--- config.mk ---
export PLATFORM = sky130hd
export DESIGN_NAME = apc_regs
export DESIGN_NICKNAME = d
export VERILOG_FILES = /design/src/pkg/apc_pkg.sv /design/src/rtl/apc_clkdiv.sv /design/src/rtl/apc_regs.sv
export SDC_FILE = /design/constraint.sdc
export NUM_CORES = 2
export LEC_CHECK = 0
export ABC_AREA = 0
export CAP_MARGIN = 30
export CORE_AREA = 2 2 269 271
export CTS_CLUSTER_DIAMETER = 80
export DETAILED_ROUTE_END_ITERATION = 16
export DIE_AREA = 0 0 271 273
export DONT_BUFFER_PORTS = 1
export HOLD_SLACK_MARGIN = 0.08
export REMOVE_ABC_BUFFERS = 1
export SETUP_SLACK_MARGIN = 0.05
export SLEW_MARGIN = 20
export SYNTH_ARGS = -nofsm -noshare
export SYNTH_HDL_FRONTEND = slang
export SYNTH_HIERARCHICAL = 1
export SYNTH_SLANG_ARGS = --single-unit
--- constraint.sdc ---
create_clock -name REF_CLK -period 12.66 [get_ports REF_CLK]
set_input_delay 3.165 -clock REF_CLK [delete_from_list [all_inputs] [get_ports REF_CLK]]
set_output_delay 3.165 -clock REF_CLK [all_outputs]
set_load 0.01 [all_outputs]
--- src/pkg/apc_pkg.sv ---
// Constants and carrier types for the audio port control register bank.
package apc_pkg;
  // Register offsets.
  localparam logic [7:0] APC_OFS_WRAP = 8'h06;
  localparam logic [7:0] APC_OFS_DEEMPH_ENABLE = 8'h07;
  localparam logic [7:0] APC_OFS_PIN = 8'h08;
  localparam logic [7:0] APC_OFS_CLK = 8'h09;
  // Field positions.
  localparam int APC_BIT_WRAP_DIS = 3;
  localparam int APC_BIT_DEEMPH = 4;
  localparam int APC_BIT_SRC_SEL = 0;
  localparam int APC_BIT_SD_DRV = 5;
  localparam int APC_BIT_MUTE_FWD = 4;
  localparam int APC_BIT_BCK_INV = 5;
  localparam int APC_BIT_BCK_DRV = 4;
  localparam int APC_BIT_FRM_DRV = 0;
  // Reset values of the writable fields.
  localparam logic APC_RST_WRAP_DIS = 1'h0;
  localparam logic APC_RST_DEEMPH = 1'h0;
  localparam logic APC_RST_SRC_SEL = 1'h1;
  localparam logic APC_RST_SD_DRV = 1'h0;
  localparam logic APC_RST_MUTE_FWD = 1'h0;
  localparam logic APC_RST_BCK_INV = 1'h0;
  localparam logic APC_RST_BCK_DRV = 1'h0;
  localparam logic APC_RST_FRM_DRV = 1'h0;
  // Auto-increment addressing within a page.
  localparam logic [6:0] APC_PAGE_LAST = 7'h7F;
  localparam logic [6:0] APC_PAGE_RESUME = 7'h08;
  localparam logic [6:0] APC_PAGE_FIRST = 7'h00;
  localparam logic [7:0] APC_BOOK_ZERO = 8'h00;
  // De-emphasis coefficients, Q2.14, defaults tuned for 44.1 kHz.
  localparam int APC_COEF_FRAC = 14;
  localparam logic [15:0] APC_COEF_B0_RST = 16'h2A3D;
  localparam logic [15:0] APC_COEF_B1_RST = 16'hF0A4;
  localparam logic [15:0] APC_COEF_A1_RST = 16'h0A7F;
  localparam logic [1:0] APC_COEF_B0 = 2'h0;
  localparam logic [1:0] APC_COEF_B1 = 2'h1;
  localparam logic [1:0] APC_COEF_A1 = 2'h2;

  // Control fields decoded from the four registers.
  typedef struct packed {
    logic wrap_dis;
    logic deemph_enable;
    logic src_sel;
    logic sd_drive;
    logic mute_fwd;
    logic bck_invert;
    logic bck_drive;
    logic frm_drive;
  } apc_ctl_t;

  // One captured serial sample point.
  typedef struct packed {
    logic frm;
    logic din;
  } apc_smp_t;
endpackage

--- src/rtl/apc_clkdiv.sv ---
// Programmable clock divider producing a level and its edge pulses.
`timescale 1ns/1ps
module apc_clkdiv
  import apc_pkg::*;
(
  input wire logic clk, // Block clock.
  input wire logic rst_n, // Synchronous reset, active low.
  input wire logic run, // Divider runs when high, held in reset when low.
  input wire logic step, // Advance enable, one pulse per input period.
  input wire logic [7:0] half, // Steps per half period, zero acts as one.
  output logic level_r, // Divided clock level.
  output logic rise, // Pulse where level goes high.
  output logic fall // Pulse where level goes low.
);
  logic [7:0] cnt_r;
  logic wrap;

  // A zero factor would never wrap, so it is treated as a factor of one.
  // A stopped divider must not pulse, or a master sampler would fire.
  assign wrap = run && step && ((half == 8'h00) || (cnt_r + 8'h01 >= half));
  assign rise = wrap && !level_r;
  assign fall = wrap && level_r;

  // Counter and level; a stopped divider parks low.
  always_ff @(posedge clk)
  begin
    if (!rst_n || !run)
    begin
      cnt_r <= 8'h00;
      level_r <= 1'b0;
    end
    else if (wrap)
    begin
      cnt_r <= 8'h00;
      level_r <= !level_r;
    end
    else if (step)
    begin
      cnt_r <= cnt_r + 8'h01;
    end
  end
endmodule

--- src/rtl/apc_regs.sv ---
// Audio port control registers with the serial port logic they steer.
//
// Summary of operation
// - Wrap enabled: next page, address eight; book zero goes back to address zero.
// - Wrap disabled: back to address zero.
// - De-emphasis bit inserts filter; reset off.
// - Filter defaults 44.1 kHz; rewritable coefficients.
// - Source select: processed or raw output.
// - Serial output drive enable; reset input.
// - Mute forwarding gate to power stage.
// - Bit clock invert picks sampling edge.
// - Bit clock drive enable selects master.
// - Master bit clock divides master clock.
// - Frame clock drive enable selects master.
// - Master frame clock divides master bit clock.
`timescale 1ns/1ps
module apc_regs
  import apc_pkg::*;
(
  input wire logic REF_CLK, // 250 MHz master clock.
  input wire logic RST_N, // Synchronous reset, active low.
  input wire logic REG_WR, // Register write strobe.
  input wire logic REG_RD, // Register read strobe.
  input wire logic [7:0] REG_ADDR, // Register offset.
  input wire logic [7:0] REG_WDATA, // Write data.
  output logic [7:0] REG_RDATA, // Read data, registered.
  output logic REG_RVALID, // Read data valid pulse.
  input wire logic AI_STEP, // Advance the auto-increment pointer.
  input wire logic [7:0] AI_BOOK, // Current book.
  input wire logic [7:0] AI_PAGE, // Current page.
  input wire logic [6:0] AI_ADDR, // Current address in page.
  output logic [7:0] AI_NXT_PAGE, // Page of next access.
  output logic [6:0] AI_NXT_ADDR, // Address of next access.
  input wire logic COEF_WR, // Coefficient memory write strobe.
  input wire logic [1:0] COEF_IDX, // Coefficient index.
  input wire logic [15:0] COEF_WDATA, // Coefficient value.
  input wire logic AUD_VLD, // Audio sample strobe.
  input wire logic [15:0] AUD_IN, // Audio sample in.
  output logic [15:0] AUD_OUT, // Audio sample out, registered.
  output logic AUD_OUT_VLD, // Audio out strobe.
  output logic DEEMPH_ON, // De-emphasis in path.
  input wire logic DSP_POST_SD, // Processed serial data bit.
  input wire logic DSP_PRE_SD, // Unprocessed serial data bit.
  input wire logic SERIAL_DATA_OUT_I, // Serial output pin, input side.
  output logic SERIAL_DATA_OUT_O, // Serial output pin data.
  output logic SERIAL_DATA_OUT_OE_N, // Serial output pin enable, active low.
  input wire logic MUTE_REQ, // Mute request from converter core.
  output logic PA_MUTE, // Mute to power stage.
  input wire logic BCK_DIV_RUN, // Bit clock divider running.
  input wire logic [7:0] BCK_HALF, // Master clocks per bit clock half.
  input wire logic FRM_DIV_RUN, // Frame clock divider running.
  input wire logic [7:0] FRM_HALF, // Bit clocks per frame half.
  input wire logic BCK_I, // Bit clock pin, input side.
  output logic BCK_O, // Bit clock pin drive.
  output logic BCK_OE_N, // Bit clock pin enable, active low.
  input wire logic FRM_I, // Frame clock pin, input side.
  output logic FRM_O, // Frame clock pin drive.
  output logic FRM_OE_N, // Frame clock pin enable, active low.
  input wire logic DIN, // Serial input data.
  output logic SMP_STB, // Sample taken pulse.
  output logic SMP_FRM, // Sampled frame clock.
  output logic SMP_DIN // Sampled serial data.
);
  apc_ctl_t ctl_r;
  apc_smp_t smp_r;
  logic [7:0] rdata_nxt;
  logic [15:0] coef_r [0:2];
  logic signed [15:0] x1_r;
  logic signed [15:0] y1_r;
  logic signed [33:0] acc;
  logic signed [15:0] y_nxt;
  logic bck_lvl, bck_rise, bck_fall;
  logic frm_lvl;
  logic bck_in_r;
  logic edge_rise, edge_fall, smp_edge;

  // Register writes; only documented fields are stored.
  always_ff @(posedge REF_CLK)
  begin
    if (!RST_N)
    begin
      ctl_r.wrap_dis <= APC_RST_WRAP_DIS;
      ctl_r.deemph_enable <= APC_RST_DEEMPH;
      ctl_r.src_sel <= APC_RST_SRC_SEL;
      ctl_r.sd_drive <= APC_RST_SD_DRV;
      ctl_r.mute_fwd <= APC_RST_MUTE_FWD;
      ctl_r.bck_invert <= APC_RST_BCK_INV;
      ctl_r.bck_drive <= APC_RST_BCK_DRV;
      ctl_r.frm_drive <= APC_RST_FRM_DRV;
    end
    else if (REG_WR)
    begin
      // Reserved bits are dropped here, so writing them changes nothing.
      case (REG_ADDR)
        APC_OFS_WRAP:
        begin
          ctl_r.wrap_dis <= REG_WDATA[APC_BIT_WRAP_DIS];
        end
        APC_OFS_DEEMPH_ENABLE:
        begin
          ctl_r.deemph_enable <= REG_WDATA[APC_BIT_DEEMPH];
          ctl_r.src_sel <= REG_WDATA[APC_BIT_SRC_SEL];
        end
        APC_OFS_PIN:
        begin
          ctl_r.sd_drive <= REG_WDATA[APC_BIT_SD_DRV];
          ctl_r.mute_fwd <= REG_WDATA[APC_BIT_MUTE_FWD];
        end
        APC_OFS_CLK:
        begin
          ctl_r.bck_invert <= REG_WDATA[APC_BIT_BCK_INV];
          ctl_r.bck_drive <= REG_WDATA[APC_BIT_BCK_DRV];
          ctl_r.frm_drive <= REG_WDATA[APC_BIT_FRM_DRV];
        end
        default:
        begin
        end
      endcase
    end
  end

  // Read mux; reserved bits and unmapped offsets read as zero.
  always_comb
  begin
    rdata_nxt = 8'h00;
    case (REG_ADDR)
      APC_OFS_WRAP: rdata_nxt[APC_BIT_WRAP_DIS] = ctl_r.wrap_dis;
      APC_OFS_DEEMPH_ENABLE:
      begin
        rdata_nxt[APC_BIT_DEEMPH] = ctl_r.deemph_enable;
        rdata_nxt[APC_BIT_SRC_SEL] = ctl_r.src_sel;
      end
      APC_OFS_PIN:
      begin
        rdata_nxt[APC_BIT_SD_DRV] = ctl_r.sd_drive;
        rdata_nxt[APC_BIT_MUTE_FWD] = ctl_r.mute_fwd;
      end
      APC_OFS_CLK:
      begin
        rdata_nxt[APC_BIT_BCK_INV] = ctl_r.bck_invert;
        rdata_nxt[APC_BIT_BCK_DRV] = ctl_r.bck_drive;
        rdata_nxt[APC_BIT_FRM_DRV] = ctl_r.frm_drive;
      end
      default: rdata_nxt = 8'h00;
    endcase
  end

  // Read data register, answered one cycle after the strobe.
  always_ff @(posedge REF_CLK)
  begin
    if (!RST_N)
    begin
      REG_RDATA <= 8'h00;
      REG_RVALID <= 1'b0;
    end
    else
    begin
      REG_RVALID <= REG_RD;
      if (REG_RD)
      begin
        REG_RDATA <= rdata_nxt;
      end
    end
  end

  // Auto-increment pointer; book zero always wraps inside its page.
  always_ff @(posedge REF_CLK)
  begin
    if (!RST_N)
    begin
      AI_NXT_PAGE <= 8'h00;
      AI_NXT_ADDR <= 7'h00;
    end
    else if (AI_STEP)
    begin
      if (AI_ADDR != APC_PAGE_LAST)
      begin
        AI_NXT_PAGE <= AI_PAGE;
        AI_NXT_ADDR <= AI_ADDR + 7'h01;
      end
      else if (!ctl_r.wrap_dis && AI_BOOK != APC_BOOK_ZERO)
      begin
        AI_NXT_PAGE <= AI_PAGE + 8'h01;
        AI_NXT_ADDR <= APC_PAGE_RESUME;
      end
      else
      begin
        AI_NXT_PAGE <= AI_PAGE;
        AI_NXT_ADDR <= APC_PAGE_FIRST;
      end
    end
  end

  // Coefficient memory; a write takes effect on the next sample.
  always_ff @(posedge REF_CLK)
  begin
    if (!RST_N)
    begin
      coef_r[APC_COEF_B0] <= APC_COEF_B0_RST;
      coef_r[APC_COEF_B1] <= APC_COEF_B1_RST;
      coef_r[APC_COEF_A1] <= APC_COEF_A1_RST;
    end
    else if (COEF_WR && COEF_IDX <= APC_COEF_A1)
    begin
      coef_r[COEF_IDX] <= COEF_WDATA;
    end
  end

  // First-order shelving section; state keeps running while bypassed so
  // that enabling it mid-stream does not start from a stale history.
  always_comb
  begin
    acc = $signed(coef_r[APC_COEF_B0]) * $signed(AUD_IN)
        + $signed(coef_r[APC_COEF_B1]) * x1_r
        + $signed(coef_r[APC_COEF_A1]) * y1_r;
    y_nxt = acc[APC_COEF_FRAC +: 16];
  end

  // Filter history and output selection.
  always_ff @(posedge REF_CLK)
  begin
    if (!RST_N)
    begin
      x1_r <= 16'sh0000;
      y1_r <= 16'sh0000;
      AUD_OUT <= 16'h0000;
      AUD_OUT_VLD <= 1'b0;
    end
    else
    begin
      AUD_OUT_VLD <= AUD_VLD;
      if (AUD_VLD)
      begin
        x1_r <= $signed(AUD_IN);
        y1_r <= y_nxt;
        AUD_OUT <= ctl_r.deemph_enable ? y_nxt : AUD_IN;
      end
    end
  end

  assign DEEMPH_ON = ctl_r.deemph_enable;

  // Serial output source and mute forwarding.
  always_ff @(posedge REF_CLK)
  begin
    if (!RST_N)
    begin
      SERIAL_DATA_OUT_O <= 1'b0;
      PA_MUTE <= 1'b0;
    end
    else
    begin
      SERIAL_DATA_OUT_O <= ctl_r.src_sel ? DSP_PRE_SD : DSP_POST_SD;
      PA_MUTE <= MUTE_REQ && ctl_r.mute_fwd;
    end
  end

  // The pin only turns round when software asks; input side unused here.
  assign SERIAL_DATA_OUT_OE_N = !ctl_r.sd_drive;

  // Bit clock from the master clock.
  apc_clkdiv u_bck_div (
    .clk (REF_CLK),
    .rst_n (RST_N),
    .run (BCK_DIV_RUN && ctl_r.bck_drive),
    .step (1'b1),
    .half (BCK_HALF),
    .level_r (bck_lvl),
    .rise (bck_rise),
    .fall (bck_fall)
  );

  // Frame clock counts master bit clock falling edges.
  apc_clkdiv u_frm_div (
    .clk (REF_CLK),
    .rst_n (RST_N),
    .run (FRM_DIV_RUN && ctl_r.frm_drive),
    .step (bck_fall),
    .half (FRM_HALF),
    .level_r (frm_lvl),
    .rise (),
    .fall ()
  );

  assign BCK_O = bck_lvl;
  assign BCK_OE_N = !ctl_r.bck_drive;
  assign FRM_O = frm_lvl;
  assign FRM_OE_N = !ctl_r.frm_drive;

  // Pin inputs are synchronous, so one delay stage suffices for edges.
  always_ff @(posedge REF_CLK)
  begin
    if (!RST_N)
    begin
      bck_in_r <= 1'b0;
    end
    else
    begin
      bck_in_r <= BCK_I;
    end
  end

  // In master mode the divider edges stand in for the pin edges, since
  // the source aligns its data to the clocks this block drives.
  assign edge_rise = ctl_r.bck_drive ? bck_rise : (BCK_I && !bck_in_r);
  assign edge_fall = ctl_r.bck_drive ? bck_fall : (!BCK_I && bck_in_r);
  assign smp_edge = ctl_r.bck_invert ? edge_rise : edge_fall;

  // Sample point capture
  always_ff @(posedge REF_CLK)
  begin
    if (!RST_N)
    begin
      smp_r <= '0;
      SMP_STB <= 1'b0;
    end
    else
    begin
      SMP_STB <= smp_edge;
      if (smp_edge)
      begin
        smp_r.frm <= ctl_r.frm_drive ? frm_lvl : FRM_I;
        smp_r.din <= DIN;
      end
    end
  end

  assign SMP_FRM = smp_r.frm;
  assign SMP_DIN = smp_r.din;
endmodule

# Word level (Yosys, flattened, before mapping)
# Memories as Yosys holds them, arrays and structs flattened.
# Cells that the tools add are included.
# W data, S select, Z words.
# classes
n_mux	21
order_cmp	3
mul	3
reduce_logical	37
add_sub_neg	6
eq_ne	5
# op_table
operator	count
$mul A16 B16 Y30	3
$add A30 B30 Y30	2
$mux W16	2
$add A8 B1 Y8 const B	3
$eq A8 B3 Y1 const B	2
$eq A8 B4 Y1 const B	2
$ge A8 B8 Y1	2
$logic_not A8 Y1	2
$mux W8	2
$reduce_or A16 Y1	1
$logic_and A1 B1 Y1	12
$logic_not A1 Y1	11
$mux W1	11
$reduce_and A2 Y1	4
$reduce_bool A8 Y1	1
$add A7 B1 Y7 const B	1
$mux W7	1
$ne A7 B7 Y1 const B	1
$logic_or A1 B1 Y1	4
$mux W4	1
$pmux W1 S2	2
$reduce_or A2 Y1	2
$pmux W1 S3	1
$le A2 B2 Y1 const B	1
$mux W2	1
# totals
elab_cells	102
regBits	101
out_inout_bits	52
memories	1
input_bits	105
ramBits	48
# memory_table
memory	depth	word_bits	rd	rd_ports_with_merged_regs	write_ports	line_no	text
coef_r	3	16	3	0	3	apc_regs.sv:67	logic [15:0] coef_r [0:2];

# Longest topological paths before layout
# depth
word_depth	8
mapped_depth	30
ltp_nobuf	29

# Hierarchy
# The synthesis kept the hierarchy.
# by_module_without_submodules
module	seq_area_each_um2	area_each_um2	cells_each	instances
apc_regs	3103.0	33692.3	3446	1
apc_clkdiv	180.2	769.5	93	2

# Worst setup path after synthesis
# OpenSTA, ideal clock, no wires.
# synth_timing
path_type	input-to-reg
startpoint	input port AUD_IN[1]
endpoint	register AUD_OUT[15]
arrival_ns	10.400
stages	28
path_slack_ns	2.146
t_required_ns	12.545
setup_ns	0.115
n_path_buf	2
path_cell_list	clkbuf_1 > clkbuf_1 > nand2_1 > fa_1 > inv_1 > fa_1 > fa_1 > fa_1 > inv_1 > fa_1 > inv_1 > fa_1 > fa_1 > fa_1 > inv_1 > fa_1 > inv_1 > ha_1 > a21o_1 > a21o_1 > a2111oi_4 > o21ai_1 > a21oi_2 > o31ai_2 > a31oi_1 > xnor2_1 > a21oi_1 > o21a_1
# synth_via
elab_chain_len	4
# synth_lines
element	line_no	text
start, declared	apc_regs.sv:38	input wire logic [15:0] AUD_IN,
$mul A16 B16 Y30	apc_regs.sv:213	acc = $signed(coef_r[APC_COEF_B0]) * $signed(AUD_IN)
$add A30 B30 Y30	apc_regs.sv:214	+ $signed(coef_r[APC_COEF_B1]) * x1_r
$add A30 B30 Y30	apc_regs.sv:215	+ $signed(coef_r[APC_COEF_A1]) * y1_r;
$mux W16	apc_regs.sv:236	AUD_OUT <= ctl_r.deemph_enable ? y_nxt : AUD_IN;
end signal, assigned	apc_regs.sv:236	
end, declared	apc_regs.sv:39	output logic [15:0] AUD_OUT,
# No other way between the ends.
# A chain may end at the register's enable or synchronous reset.

# Worst setup path after layout
# layout_timing
startpoint	input port AUD_IN[4]
endpoint	register AUD_OUT[12]
# Same word-level chain as after synthesis.

==> summary by stage <==
Clocking
The quantity of hold-fixing buffers added after cts is 0. Counting every sink on the clock net gives 149. Clock-pin slew was measured on the worst setup and hold paths at 0.08 ns. The clock latency of the later-clocked register in the worst-skew pair is 0.49 ns. The clock tree from TritonCTS is done. The number of buffers inserted during clock tree synthesis is 17. The longest clock path from root to sink contains 2 buffers.

The depth of the CTS H-tree is 4. In this run, post-CTS repair resized a total of 0 instances. The number of setup buffers added after CTS is 0. The cell at the root of the clock tree is clkbuf_16.

Route
In the routed layout, each cell is associated on average with a via count of 5.059. The total number of vias is 22730. The first routing iteration left 1173 violations. The detail route stage leaves a number of antenna-violating nets equal to 0. The aggregate routed wire length is 86830 um.

For this run, design rule violations remaining after detail routing come to 0. The post-detailed-route wirelength per cell is 19.32 um. For this run, the detailed router's first-pass iteration total came to 5.

Status
The flow ran to the end, and the final reports show no timing, DRC or antenna violations.

STA
The final period demand of the worst path is 10.42 ns. After layout, the worst path uses 82.30% of the clock period. The final hold violation count came to 0. Setup repair after global routing left no endpoint under its margin. The relative slew slack is 34.12%. At the pin with the least slew margin, the transition time is 0.9882 ns. In the final timing run, aggregate negative setup slack is 0 ns. The worst-case clock skew is 0.02184 ns. The timing-limited maximum frequency is 0.09597 GHz. Setup violations remaining at the end of the flow were counted as 0.

The final-report max-slew violation count is 0.

Cells and area
For this run, the post-layout net count is 4687. Relative to the synthesized area, the layout overhead comes to 4.011%. The layout has 6569 filler cells. The post-route netlist has 2.006% of its cells at a drive strength greater than 1.

Worst setup path
On the worst path, the slowest cell contributes a delay of 0.56 ns. Counting both buffers and inverters, the worst setup path holds a total of 5. The worst setup path is launched from a primary input. The startpoint of the most critical register-to-register path is x1_r[0]. STA classifies the critical path endpoint as a flip-flop.

By instance count, the cell type seen most on the critical path is fa_1. The critical path is of the primary input to flip-flop type. STA puts the critical path data arrival time at 10.84 ns. The kind of cell adding the most delay to the critical path is adder cells.

For flop-to-flop paths, the worst setup slack is 3.63 ns. The largest fanout on the critical path is 18. The critical path's slowest cell is fa_1. STA puts the critical path data required time at 13.08 ns. Tracing the worst setup path back leads to its startpoint at AUD_IN[4].

Synthesis
The netlist area before placement is 0.03522 mm2. The count of yosys warnings during synthesis is 6. The number of cells produced by synthesis is 3630. The average instance in the mapped netlist occupies 9.701 um2.

Placement
In this run the tool buffered the top-level ports with 0 buffer cells. The HPWL after detailed placement is 72730 um. The routability congestion estimate from global placement is 0.8488.

Global routing
The first-pass GRT wire length is 143000 um. The overall fraction of global-route tracks in use is 25.18%. The initial antenna violation count is 4. The maximum number of pins on one net before global-route repair is 95. The number of global-route vias before repair is 25410. The total overflow left after global routing is 0.

Floorplan
From left edge to right edge, the die measures 271 um. The starting utilization of the core area is 49.60%. The I/O pin total is 157. The floorplan step set the die height to 273 um.

Row generation in the floorplan step produced 98 rows. The full die area is 0.07398 mm2. The area inside the core boundary is 0.07100 mm2.

Hold path
The origin of the worst min-delay path is ctl_r[3]. In this run the worst hold path is classified as flip-flop to flip-flop.

Flow run
The number of maximum-capacitance constraint violations is 0.
registers in the layout, summed over array words and instances, names as in the netlist, 4 cells and up:
register and count:
y1_r 16, u_bck_div/cnt_r 8, x1_r 16, AI_NXT_ADDR 7
AI_NXT_PAGE 8, REG_RDATA 4, AUD_OUT 16, ctl_r 7
coef_r 48, u_frm_div/cnt_r 8
area by class of cell:
cell class	instances	area, um2	area share [%]
sequential	149	3465	9.459
clock inverter	15	191.4	0.5226
timing repair buffer	14	140.1	0.3826
antenna	4	10.01	0.02733
clock buffer	17	425.4	1.161
tap	950	1189	3.245
multi-input combinational	2396	27650	75.49
inverter	948	3558	9.715
metal layers:
metal	GRT usage, %	vias to the layer above	wire (um)	share of wire (%)
li1	-	10270	-	-
met1	34.51	11840	38280	44
met2	41.30	544	41010	47
met3	5.474	79	5989	6.9
met4	5.365	0	1553	1.8
met5	0	-	0	0
final timing paths:
check,endpoint,cells after the start
hold / removal,PA_MUTE,1
hold reg to reg,PA_MUTE,1
setup / recovery,AUD_OUT[12],26
setup reg to reg,AUD_OUT[15],26
per-stage QoR:
step	utilization (%)	std cells	hold WS, ns	area, um2	setup WS (ns)
final	51.59	4493	0.5313	36630	2.240
after global routing	51.59	4491	0.5637	36620	1.944
after CTS	51.50	4486	0.5416	36560	2.364
after detailed placement	50.63	4454	0.5248	35940	1.872
after global placement	50.63	4454	0.5072	35940	1.892
after floorplan	-	3493	0.4745	34660	2.572
cell usage in the layout (no fill, tap or decap), drive strengths merged, types with 6 or more instances in the layout:
master / n
inv: 957
nor2b: 61
o211a: 20
a21o: 10
nand2: 351
a21oi: 35
o21ai: 25
clkbuf: 17
mux2i: 57
ha: 208
a211oi: 18
clkinv: 6
dfxtp: 101
fa: 848
or2: 10
xor2: 37
and3: 9
and2: 454
edfxtp: 48
buf: 14
nor4: 7
nand3: 22
nand4: 13
nand2b: 54
xnor2: 68
nor2: 32
Power is left out: the tool's default activity adds up to more than one toggle a clock period on the data nets, which glitch-free logic cannot reach.
